**config.mk**
```make
export PLATFORM = sky130hd
export DESIGN_NAME = urb_top
export DESIGN_NICKNAME = d
export VERILOG_FILES = /design/src/logic/urb_pkg.sv /design/src/logic/urb_rx_shift.sv /design/src/logic/urb_top.sv
export VERILOG_INCLUDE_DIRS = /design/src /design/src/logic
export SDC_FILE = /design/constraint.sdc
export NUM_CORES = 1
export LEC_CHECK = 0
export BUFFER_PORTS_ARGS = -buffer_cell sky130_fd_sc_hd__buf_2
export CORE_MARGIN = 1.5
export CORE_UTILIZATION = 64
export CTS_CLUSTER_DIAMETER = 60
export DETAILED_ROUTE_END_ITERATION = 10
export GPL_TIMING_DRIVEN = 0
export HOLD_SLACK_MARGIN = 0.08
export PLACE_DENSITY_LB_ADDON = 0.15
export SYNTH_ARGS = -nofsm -noshare
export SYNTH_HDL_FRONTEND = slang
export SYNTH_SLANG_ARGS = --single-unit
```
**constraint.sdc**
```tcl
create_clock -name CORE_CLK -period 7 [get_ports CORE_CLK]
set_clock_uncertainty 0.05 [all_clocks]
set_input_delay 0.35 -clock CORE_CLK [delete_from_list [all_inputs] [get_ports CORE_CLK]]
set_output_delay 0.35 -clock CORE_CLK [all_outputs]
set_load 0.01 [all_outputs]
```
**src/logic/urb_cfg.svh**
```systemverilog
// offsets, field positions, reset values and timing counts of the receive block
// assumes a 32-bit apb bus with byte addresses and one word per register
// Contract
// - data read advances buffer, flags follow
// - complete flag set while unread character buffered
// - receiver disable empties buffer, clears complete
// - interrupt requested while flag and enable set
// - error flags stored and presented with frame
// - writes to error flag bits ignored
// - error flags never raise interrupts
// - frame error mirrors first stop bit, inverted
// - stop bit count setting ignored by check
// - overrun when buffer full, shifter full, start
// - overrun cleared on successful buffer transfer
// - parity error zero while checking disabled
// - odd or even parity checked on data
// - parity error kept until data read
// - receiver disable abandons frame at once
// - disabled receiver releases the receive pin
// - shift after start, store on first stop
// - unused upper data bits read zero
`ifndef URB_CFG_SVH
`define URB_CFG_SVH

`define URB_OFS_STATUS   8'h00
`define URB_OFS_CTRL_B   8'h04
`define URB_OFS_CTRL_C   8'h08
`define URB_OFS_DATA     8'h0c
`define URB_OFS_BAUD     8'h10

`define URB_STA_RXC      7
`define URB_STA_FE       4
`define URB_STA_DOR      3
`define URB_STA_UPE      2

`define URB_CB_IRQ_EN    7
`define URB_CB_RX_EN     4
`define URB_CB_RX9       1
`define URB_CB_TX9       0

`define URB_CC_PAR_EN    5
`define URB_CC_PAR_ODD   4
`define URB_CC_STOP_SEL  3
`define URB_CC_SIZE_LO   0

`define URB_CC_SIZE_RST  3'h3
`define URB_SIZE_NINE    3'h7
`define URB_BAUD_RST     16'h0411

`endif

```
**src/logic/urb_pkg.sv**
```systemverilog
// types shared by the receive buffer block and its frame shifter
// assumes urb_cfg.svh carries all numeric constants
package urb_pkg;

   typedef enum logic [1:0] {
      URB_IDLE  = 2'b00,
      URB_START = 2'b01,
      URB_BITS  = 2'b10,
      URB_STOP  = 2'b11
   } urb_rx_state_t;

   // one frame as it leaves the shift register
   typedef struct packed {
      logic [8:0] data;
      logic       par_bit;
      logic       stop_bit;
   } urb_frame_t;

   // one receive buffer entry, flags travel with the data
   typedef struct packed {
      logic       fe;
      logic       dor;
      logic       upe;
      logic [8:0] data;
   } urb_entry_t;

endpackage

```
**src/logic/urb_rx_shift.sv**
```systemverilog
// frame shifter: start check, data and parity bits, first stop bit
// assumes rx is already synchronised to clk and idles high
`timescale 1ns/1ps
module urb_rx_shift #(
   parameter int DIV_W = 16
) (
   input  wire logic                clk,
   input  wire logic                rst_n,
   input  wire logic                enable,
   input  wire logic                rx,
   input  wire logic [DIV_W-1:0]    div,
   input  wire logic [3:0]          nbits,
   input  wire logic                par_en,
   output logic                     start_ok,
   output logic                     done,
   output urb_pkg::urb_frame_t      frame
);
   urb_pkg::urb_rx_state_t state_q;
   logic [DIV_W-1:0]       cnt_q;
   logic [3:0]             idx_q;
   logic [9:0]             sh_q;
   logic                   stop_q;
   logic [3:0]             total;
   logic [9:0]             mask;

   assign total = 4'(nbits + {3'h0, par_en});
   assign mask  = (10'h001 << nbits) - 10'h001;

   always_ff @(posedge clk or negedge rst_n) begin
      if (!rst_n) begin
         state_q  <= urb_pkg::URB_IDLE;
         cnt_q    <= '0;
         idx_q    <= 4'h0;
         start_ok <= 1'b0;
         done     <= 1'b0;
      end else begin
         start_ok <= 1'b0;
         done     <= 1'b0;
         if (!enable) begin
            state_q <= urb_pkg::URB_IDLE;
         end else begin
            unique case (state_q)
               urb_pkg::URB_IDLE: begin
                  if (!rx) begin
                     cnt_q   <= div >> 1;
                     state_q <= urb_pkg::URB_START;
                  end
               end
               urb_pkg::URB_START: begin
                  if (cnt_q != '0) begin
                     cnt_q <= cnt_q - 1'b1;
                  end else if (!rx) begin
                     start_ok <= 1'b1;
                     cnt_q    <= div - 1'b1;
                     idx_q    <= 4'h0;
                     state_q  <= urb_pkg::URB_BITS;
                  end else begin
                     state_q <= urb_pkg::URB_IDLE;    // glitch, not a start
                  end
               end
               urb_pkg::URB_BITS: begin
                  if (cnt_q != '0) begin
                     cnt_q <= cnt_q - 1'b1;
                  end else begin
                     cnt_q <= div - 1'b1;
                     idx_q <= idx_q + 4'h1;
                     if (idx_q + 4'h1 == total) begin
                        state_q <= urb_pkg::URB_STOP;
                     end
                  end
               end
               urb_pkg::URB_STOP: begin
                  if (cnt_q != '0) begin
                     cnt_q <= cnt_q - 1'b1;
                  end else begin
                     // only the first stop bit is looked at
                     done    <= 1'b1;
                     state_q <= urb_pkg::URB_IDLE;
                  end
               end
            endcase
         end
      end
   end

   always_ff @(posedge clk or negedge rst_n) begin
      if (!rst_n) begin
         sh_q   <= 10'h000;
         stop_q <= 1'b1;
      end else if (state_q == urb_pkg::URB_START) begin
         sh_q <= 10'h000;
      end else if (state_q == urb_pkg::URB_BITS && cnt_q == '0) begin
         sh_q[idx_q] <= rx;
      end else if (state_q == urb_pkg::URB_STOP && cnt_q == '0) begin
         stop_q <= rx;
      end
   end

   assign frame.data     = sh_q[8:0] & mask[8:0];
   assign frame.par_bit  = sh_q[nbits];
   assign frame.stop_bit = stop_q;

endmodule

```
**src/logic/urb_top.sv**
```systemverilog
// receive side of a serial port: two-entry buffer, flags, apb registers
// assumes an apb master on CORE_CLK and an asynchronous serial line on RXD_PIN
`timescale 1ns/1ps
`include "urb_cfg.svh"
module urb_top #(
   parameter int DIV_W = 16,
   parameter int DEPTH = 2
) (
   input  wire logic        CORE_CLK,
   input  wire logic        RST_N,
   input  wire logic        PSEL,
   input  wire logic        PENABLE,
   input  wire logic        PWRITE,
   input  wire logic [7:0]  PADDR,
   input  wire logic [31:0] PWDATA,
   output logic [31:0]      PRDATA,
   output logic             PREADY,
   output logic             PSLVERR,
   input  wire logic        RXD_PIN,
   output logic             RXD_OVERRIDE,
   output logic             RXC_IRQ
);

   // control state
   logic             irq_en_q;
   logic             rx_en_q;
   logic             tx_ninth_q;
   logic             par_en_q;
   logic             par_odd_q;
   logic             stop_sel_q;
   logic [2:0]       size_q;
   logic [DIV_W-1:0] baud_q;

   // pin synchroniser
   logic             sync1_q;
   logic             sync2_q;
   logic             sync3_q;
   logic             rx_lvl_q;

   // buffer
   urb_pkg::urb_entry_t buf_q [DEPTH];
   logic [$clog2(DEPTH)-1:0] wr_q;
   logic [$clog2(DEPTH)-1:0] rd_q;
   logic [$clog2(DEPTH):0]   cnt_q;
   urb_pkg::urb_entry_t      head;
   logic                     full;
   logic                     nonempty;

   // shift register side
   urb_pkg::urb_entry_t hold_q;
   logic                hold_v_q;
   logic                ovr_pend_q;
   logic                start_ok;
   logic                done;
   urb_pkg::urb_frame_t frame;
   logic [3:0]          nbits;
   logic                upe;
   logic                push;
   logic                load;

   // bus
   logic        setup;
   logic        access;
   logic        mapped;
   logic [31:0] rd_val;
   logic        pop_ok_q;
   logic        pop;

   function automatic logic [3:0] size_bits(input logic [2:0] sz);
      case (sz)
         3'h0:          size_bits = 4'h5;
         3'h1:          size_bits = 4'h6;
         3'h2:          size_bits = 4'h7;
         `URB_SIZE_NINE: size_bits = 4'h9;
         default:       size_bits = 4'h8;
      endcase
   endfunction

   assign nbits    = size_bits(size_q);
   assign full     = cnt_q == ($clog2(DEPTH)+1)'(DEPTH);
   assign nonempty = cnt_q != '0;
   assign head     = buf_q[rd_q];

   // pin sync, a change is taken once the second and third stage agree
   always_ff @(posedge CORE_CLK or negedge RST_N) begin
      if (!RST_N) begin
         sync1_q  <= 1'b1;
         sync2_q  <= 1'b1;
         sync3_q  <= 1'b1;
         rx_lvl_q <= 1'b1;
      end else begin
         sync1_q <= RXD_PIN;
         sync2_q <= sync1_q;
         sync3_q <= sync2_q;
         if (sync2_q == sync3_q) begin
            rx_lvl_q <= sync3_q;
         end
      end
   end

   urb_rx_shift #(
      .DIV_W (DIV_W)
   ) u_shift (
      .clk      (CORE_CLK),
      .rst_n    (RST_N),
      .enable   (rx_en_q),
      .rx       (rx_lvl_q),
      .div      (baud_q),
      .nbits    (nbits),
      .par_en   (par_en_q),
      .start_ok (start_ok),
      .done     (done),
      .frame    (frame)
   );

   // parity result fixed at arrival, disabled checker gives zero
   assign upe = par_en_q &
                (frame.par_bit ^ (^frame.data) ^ par_odd_q);

   // hold register stands for the character waiting in the shifter
   assign push = hold_v_q & ~full & rx_en_q;
   assign load = done & (~hold_v_q | push);

   always_ff @(posedge CORE_CLK or negedge RST_N) begin
      if (!RST_N) begin
         hold_v_q <= 1'b0;
         hold_q   <= '0;
      end else if (!rx_en_q) begin
         hold_v_q <= 1'b0;
      end else begin
         if (load) begin
            hold_q.data <= frame.data;
            hold_q.fe   <= ~frame.stop_bit;
            hold_q.upe  <= upe;
            hold_q.dor  <= 1'b0;
            hold_v_q    <= 1'b1;
         end else if (push) begin
            hold_v_q <= 1'b0;
         end
      end
   end

   // overrun: new start while both entries and the shifter are occupied
   always_ff @(posedge CORE_CLK or negedge RST_N) begin
      if (!RST_N) begin
         ovr_pend_q <= 1'b0;
      end else if (!rx_en_q) begin
         ovr_pend_q <= 1'b0;
      end else if (start_ok & hold_v_q & full) begin
         ovr_pend_q <= 1'b1;
      end else if (push) begin
         ovr_pend_q <= 1'b0;
      end
   end

   // buffer entries; an overrun drops the new frame, stored ones stay
   always_ff @(posedge CORE_CLK or negedge RST_N) begin
      if (!RST_N) begin
         for (int i = 0; i < DEPTH; i++) begin
            buf_q[i] <= '0;
         end
      end else if (push) begin
         buf_q[wr_q]     <= hold_q;
         buf_q[wr_q].dor <= ovr_pend_q;
      end
   end

   always_ff @(posedge CORE_CLK or negedge RST_N) begin
      if (!RST_N) begin
         wr_q  <= '0;
         rd_q  <= '0;
         cnt_q <= '0;
      end else if (!rx_en_q) begin
         wr_q  <= '0;
         rd_q  <= '0;
         cnt_q <= '0;
      end else begin
         if (push) begin
            wr_q <= wr_q + 1'b1;
         end
         if (pop) begin
            rd_q <= rd_q + 1'b1;
         end
         if (push & ~pop) begin
            cnt_q <= cnt_q + 1'b1;
         end else if (pop & ~push) begin
            cnt_q <= cnt_q - 1'b1;
         end
      end
   end

   // apb: zero wait states, answer registered in the setup cycle
   assign setup  = PSEL & ~PENABLE;
   assign access = PSEL & PENABLE & PREADY;
   assign mapped = PADDR == `URB_OFS_STATUS || PADDR == `URB_OFS_CTRL_B ||
                   PADDR == `URB_OFS_CTRL_C || PADDR == `URB_OFS_DATA ||
                   PADDR == `URB_OFS_BAUD;
   // pop only what was shown at setup, so a late arrival is not lost
   assign pop    = access & ~PWRITE & (PADDR == `URB_OFS_DATA) & pop_ok_q;

   always_comb begin
      rd_val = 32'h0000_0000;
      case (PADDR)
         `URB_OFS_STATUS: begin
            rd_val[`URB_STA_RXC] = nonempty;
            rd_val[`URB_STA_FE]  = nonempty & head.fe;
            rd_val[`URB_STA_DOR] = nonempty & head.dor;
            rd_val[`URB_STA_UPE] = nonempty & head.upe;
         end
         `URB_OFS_CTRL_B: begin
            rd_val[`URB_CB_IRQ_EN] = irq_en_q;
            rd_val[`URB_CB_RX_EN]  = rx_en_q;
            rd_val[`URB_CB_RX9]    = nonempty & head.data[8];
            rd_val[`URB_CB_TX9]    = tx_ninth_q;
         end
         `URB_OFS_CTRL_C: begin
            rd_val[`URB_CC_PAR_EN]   = par_en_q;
            rd_val[`URB_CC_PAR_ODD]  = par_odd_q;
            rd_val[`URB_CC_STOP_SEL] = stop_sel_q;
            rd_val[`URB_CC_SIZE_LO +: 3] = size_q;
         end
         `URB_OFS_DATA: begin
            rd_val[7:0] = nonempty ? head.data[7:0] : 8'h00;
         end
         `URB_OFS_BAUD: begin
            rd_val[DIV_W-1:0] = baud_q;
         end
         default: begin
            rd_val = 32'h0000_0000;
         end
      endcase
   end

   always_ff @(posedge CORE_CLK or negedge RST_N) begin
      if (!RST_N) begin
         PREADY   <= 1'b0;
         PRDATA   <= 32'h0000_0000;
         PSLVERR  <= 1'b0;
         pop_ok_q <= 1'b0;
      end else begin
         PREADY <= setup;
         if (setup) begin
            PRDATA   <= PWRITE ? 32'h0000_0000 : rd_val;
            PSLVERR  <= ~mapped;
            pop_ok_q <= nonempty;
         end else if (access) begin
            PSLVERR <= 1'b0;
         end
      end
   end

   // status word is read-only: flag writes change nothing
   always_ff @(posedge CORE_CLK or negedge RST_N) begin
      if (!RST_N) begin
         irq_en_q   <= 1'b0;
         rx_en_q    <= 1'b0;
         tx_ninth_q <= 1'b0;
         par_en_q   <= 1'b0;
         par_odd_q  <= 1'b0;
         stop_sel_q <= 1'b0;
         size_q     <= `URB_CC_SIZE_RST;
         baud_q     <= `URB_BAUD_RST;
      end else if (access & PWRITE) begin
         unique case (PADDR)
            `URB_OFS_CTRL_B: begin
               irq_en_q   <= PWDATA[`URB_CB_IRQ_EN];
               rx_en_q    <= PWDATA[`URB_CB_RX_EN];
               tx_ninth_q <= PWDATA[`URB_CB_TX9];
            end
            `URB_OFS_CTRL_C: begin
               par_en_q   <= PWDATA[`URB_CC_PAR_EN];
               par_odd_q  <= PWDATA[`URB_CC_PAR_ODD];
               stop_sel_q <= PWDATA[`URB_CC_STOP_SEL];
               size_q     <= PWDATA[`URB_CC_SIZE_LO +: 3];
            end
            `URB_OFS_BAUD: begin
               baud_q <= (PWDATA[DIV_W-1:0] < DIV_W'(2)) ? DIV_W'(2)
                                                         : PWDATA[DIV_W-1:0];
            end
            default: begin
               baud_q <= baud_q;
            end
         endcase
      end
   end

   // level request; error flags take no part in it
   always_ff @(posedge CORE_CLK or negedge RST_N) begin
      if (!RST_N) begin
         RXC_IRQ      <= 1'b0;
         RXD_OVERRIDE <= 1'b0;
      end else begin
         RXC_IRQ      <= irq_en_q & rx_en_q & (cnt_q != '0)
                         & ~(pop & cnt_q == ($clog2(DEPTH)+1)'(1))
                         | irq_en_q & rx_en_q & push;
         RXD_OVERRIDE <= rx_en_q;
      end
   end

endmodule

```
Word-level counts from Yosys, hierarchy flattened
Cells that the tools add are included.
{"block": "word_totals", "elab_cells": 222, "output_inout_bits": 36, "in_bits": 46, "regBits": 142}
{"block": "classes", "eq_ne": 30, "n_lt_le_gt_ge": 7, "add_sub_neg": 9, "shift": 1, "reduce_logical": 26, "n_mux": 66, "n_bitwise": 42}
{"cell": "16-bit two-way mux", "count": 7}
{"cell": "16-bit case mux with 4 select lines", "count": 1}
{"cell": "24-bit bitwise mux", "count": 2}
{"cell": "12-bit two-way mux", "count": 4}
{"cell": "16-bit by 1-bit subtractor with 16-bit output (second input constant)", "count": 2}
{"cell": "1-bit bitwise AND", "count": 24}
{"cell": "12-bit demux with 1-bit select", "count": 2}
{"cell": "2-bit case mux with 4 select lines", "count": 3}
{"cell": "1-bit two-way mux", "count": 20}
{"cell": "10-bit two-way mux", "count": 2}
{"cell": "2-bit two-way mux", "count": 10}
{"cell": "8-bit by 4-bit equality test with 1-bit output (second input constant)", "count": 2}
{"cell": "16-bit logical NOT", "count": 1}
{"cell": "16-bit by 2-bit < comparator with 1-bit output (second input constant)", "count": 1}
{"cell": "8-bit two-way mux", "count": 2}
{"cell": "4-bit case mux with 4 select lines", "count": 1}
{"cell": "16-bit nonzero test", "count": 1}
{"cell": "4-bit two-way mux", "count": 3}
{"cell": "3-bit != test (second input constant)", "count": 4}
{"cell": "11-bit two-way mux", "count": 1}
{"cell": "1-bit inverter", "count": 11}
{"cell": "10-bit bitwise mux", "count": 1}
{"cell": "4-bit by 5-bit < comparator with 1-bit output (second input constant)", "count": 2}
{"cell": "5-bit AND reduction", "count": 2}
{"cell": "44 further kinds", "count": 72}

Logic depth before layout (Yosys ltp)
{"block": "logic_depth", "word_depth": 9, "depth_mapped": 11, "mapped_depth_nobuf": 10}

Modules after synthesis
Synthesis repeated with hierarchy kept, for this count alone.
{"block": "unflattened", "cells_unflattened": 683, "area_unflattened_um2": 7146.9}
{"mod": "urb_top", "area_each_um2": 4211.5, "instances": 1, "seq_area_each_um2": 2288.4, "cells_per_inst": 334}
{"mod": "urb_rx_shift", "area_each_um2": 2935.3, "instances": 1, "seq_area_each_um2": 877.1, "cells_per_inst": 349}

Least setup slack after synthesis
OpenSTA, ideal clock, no wires.
{"block": "synth_path", "kind": "reg-to-reg", "start": "register size_q[0]", "end": "register u_shift.state_q[0]", "path_buffers": 1, "setup_slack_ns": 4.443, "path_stages_with_launch": 11, "required_ns": 6.850, "arrival_ns": 2.408, "setup_ns": 0.100, "cell_sequence": "dfstp_2 > clkbuf_1 > o21ai_0 > ha_1 > ha_1 > xor2_1 > xnor2_1 > xnor2_1 > o32ai_1 > a21oi_1 > a311oi_1"}
{"block": "synth_between", "elab_chain_cells": 6, "word_cells_on_any_way": 9, "cone_classes": "add/sub (1); eq/ne (5); mux (1); reduce/logical (2)"}
{"element": "from (decl)", "line_no": "urb_top.sv:31", "source": "logic [2:0] size_q;"}
{"element": "from (signal assigned)", "line_no": "urb_top.sv:261", "source": "size_q <= `URB_CC_SIZE_RST;"}
{"element": "from (signal assigned)", "line_no": "urb_top.sv:274", "source": "size_q <= PWDATA[`URB_CC_SIZE_LO +: 3];"}
{"element": "3-bit equality test (tied with other cells)", "line_no": "urb_top.sv:70", "source": "case (sz)"}
{"element": "4-bit case mux with 4 select lines *", "line_no": "urb_top.sv:70"}
{"element": "4-bit by 1-bit adder with 4-bit output *", "line_no": "urb_rx_shift.sv:26", "source": "assign total = 4'(nbits + {3'h0, par_en});"}
{"element": "4-bit equality test *", "line_no": "urb_rx_shift.sv:67", "source": "if (idx_q + 4'h1 == total) begin"}
{"element": "3-bit by 2-bit != test with 1-bit output (no source line) *"}
{"element": "5-bit AND reduction (no source line) *"}
{"element": "to (signal assigned)", "line_no": "urb_rx_shift.sv:31", "source": "state_q <= urb_pkg::URB_IDLE;"}
{"element": "to (signal assigned)", "line_no": "urb_rx_shift.sv:68", "source": "state_q <= urb_pkg::URB_STOP;"}
{"element": "to (signal assigned)", "line_no": "urb_rx_shift.sv:78", "source": "state_q <= urb_pkg::URB_IDLE;"}
{"element": "to (decl)", "line_no": "urb_rx_shift.sv:18", "source": "urb_pkg::urb_rx_state_t state_q;"}
Every way passes the cells marked *; elsewhere a longest branch is shown, timed or not.
A chain may end at the register's enable or synchronous reset.

Worst setup path after layout
{"block": "layout_path", "start": "register size_q[1]", "end": "register u_shift.state_q[0]"}
The elaborated chain is that of the path after synthesis.

==> metrics.txt <==
Max stage delay on crit path 0.56 ns; Skew-Pair Late Insertion Delay 0.53 ns; TritonCTS clock tree done; Crit-path slowest cell dfstp_2; layout cells sized above 1 22.8%; HPWL Detailed 13.0 mm; setup TNS 0 ns; initial antenna violation count 0; initial drt markers 521; routed len/inst 19.5 um; Slew Viols, Final 0; area leader, netlist dfrtp_1; flop-to-flop setup slack 3.94 ns; Die Y 108 um; Final period util 43.7%; Root Buffer clkbuf_8; largest net degree at the start of global routing 75; Maximum Capacitance Violations 0; CP startpoint size_q[1]; pwr dens 200 nW/um^2; vias in the first global route 5684; Post-CTS Hold Fix Bufs 17; first-pass GRT wire length 29.2 mm; Mapped Cells 698; floorplan row count 38; async set-reset flop share out of synthesis 100%; synth unique cells 74; worst setup path end u_shift.state_q[0]; H-tree depth 4; CP cell instances buf_1 -> nand3_1 -> o21ai_0 -> ha_1 -> ha_1 -> xor2_1 -> xnor2_1 -> xnor2_1 -> o32ai_1 -> a21oi_1 -> a311oi_1; Slew @ Worst Pin 0.739 ns; nets 861; CP delay by family, top compound AO/OA/AOI/OAI gates; CTS Buf Count 17; I/O pin total 82; EDFF count, synth 0; Routability Congestion 0.932; Mapped Area 7090 sq um; Post-DRT Antenna Nets 0; Post-synth top cells dfrtp_1, nand2_1, mux2_2; syn avg cell area 10.2 sq um; RSZ-0062 raised after global routing no; vias per inst 6.10; Crit path depth 11; CP startpoint kind flip-flop; crit end category flip-flop; Area Overhead vs Synth 17.5%; post-CTS setup buffers 0; CTS Buffer Depth 2; Vias 5791; ys flop type dfrtp_1; grt total ovfl 0; Final Hold Vio Count 0; area of the core 10800 sq um; Resized cells post-CTS 0; ANT cells 0; Syn. warnings 0; Max VDD drop 0.213 mV; # port buffers 47; Hold Path Class in2reg; worst reg2reg path depth 11; r2r startpoint size_q[1]; Seq/Total Area, Yosys 44.7%; Setup-failing EPs final 0; Data arrival, critical path 3.43 ns; reg-to-reg endpoint u_shift.state_q[0]; largest cells by area after synthesis dfrtp_1, mux2_2, nand2_1; Seq cells post-synth 126; Initial Util 65.4%; fmax 0.327 GHz; critical setup path kind reg2reg; CP Buf/Inv Count 1; fillers 756; Total Wirelength 18.5 mm; TritonCTS Sinks 126; WP data required 7.37 ns; status finished, final reports clean; DRC viols 0; most common cell in the netlist dfrtp_1; area share of the largest cell type after synthesis 41.0%; total track usage 33.4%; die area 11700 sq um; clock-pin slew on the worst setup and hold paths 0.06 ns; Tot Pwr 1.67 mW; Tmin final 3.06 ns; LEAKAGE 3.96 nW; Worst Path Max Fanout 10; slew margin rel. 50.3%; drt first pass iters 7; die width 108 um
cells in the final DEF (no fill, tap or decap), types with 20 or more instances in the layout:
master	n
a21oi_1	33
buf_2	57
clkbuf_1	24
dfrtp_1	116
inv_1	21
mux2_2	43
mux2i_1	20
nand2_1	78
nand3_1	26
nor2_1	37
nor3_1	21
o21ai_0	30
xor2_1	22
final cells by class:
cell class	count	area [sq um]	area share, %
tap	140	175	2.10
clock inverter	12	136	1.64
multi-input combinational	511	3600	43.2
clock buffer	19	432	5.18
inverter	22	82.6	0.992
buffer	55	299	3.59
timing repair buffer	65	439	5.27
sequential	126	3170	38.0
how the worst min path moves through the flow:
stage / from / to / slack (ns) / cells after the start
2_1_floorplan: RST_N / PRDATA[0] / 0.004 / 0
3_3_place_gp: sync1_q / sync2_q / 0.30 / 0
3_5_place_dp: RST_N / PRDATA[2] / 0.28 / 1
4_1_cts: PWDATA[4] / par_odd_q / 0.09 / 2
5_1_grt: PWDATA[4] / par_odd_q / 0.08 / 2
6_report: PWDATA[4] / par_odd_q / 0.10 / 2
state kept, by name, indices dropped and copies added, names as in the netlist, 2 cells and up:
signal and count:
size_q 3, cnt_q 2, buf_q 24, hold_q 11
PRDATA 16, u_shift.state_q 2, u_shift.sh_q 10, u_shift.idx_q 4
baud_q 16, u_shift.cnt_q 16
power by group:
group	switching (mW)	internal (mW)	leakage (nW)
combinational	0.0467	0.0289	2.00
clock	0.338	0.517	0.271
sequential	0.00229	0.733	1.69
total	0.387	1.28	3.96
stage by stage:
step	hold slack [ns]	cell area (sq um)	std cells	utilization, %	setup WS, ns
detailed placement	0.277	7590	902	70.0	4.02
floorplan	0.00441	7150	714	-	4.44
finish	0.105	8330	950	76.8	3.94
global placement	0.302	7560	901	69.7	4.01
CTS	0.0873	8330	950	76.8	3.98
global route	0.0819	8330	950	76.8	3.63
cell families (layout without fill, tap and decap cells):
group                      after synthesis  after routing  share of synthesized area [%]
AOI/OAI and AO/OA                      135            135                           12.8
xor gates and xnor gates                40             40                           5.14
adders and majority gates               21             21                           3.57
buffers and inverters                   77            173                           5.39
DFF                                    126            126                           44.7
muxes                                   72             72                           11.7
other                                    2             18                          0.106
and+or+nand+nor                        225            225                           16.6
routing by layer:
metal	part of all wire, %	up-vias	track usage [%]
met5	0	-	0
met4	2.7	0	12.4
met3	6.7	42	7.78
met2	49	231	54.1
met1	42	2860	43.9
li1	-	2658	-
Power figures use the tool's default switching activity.
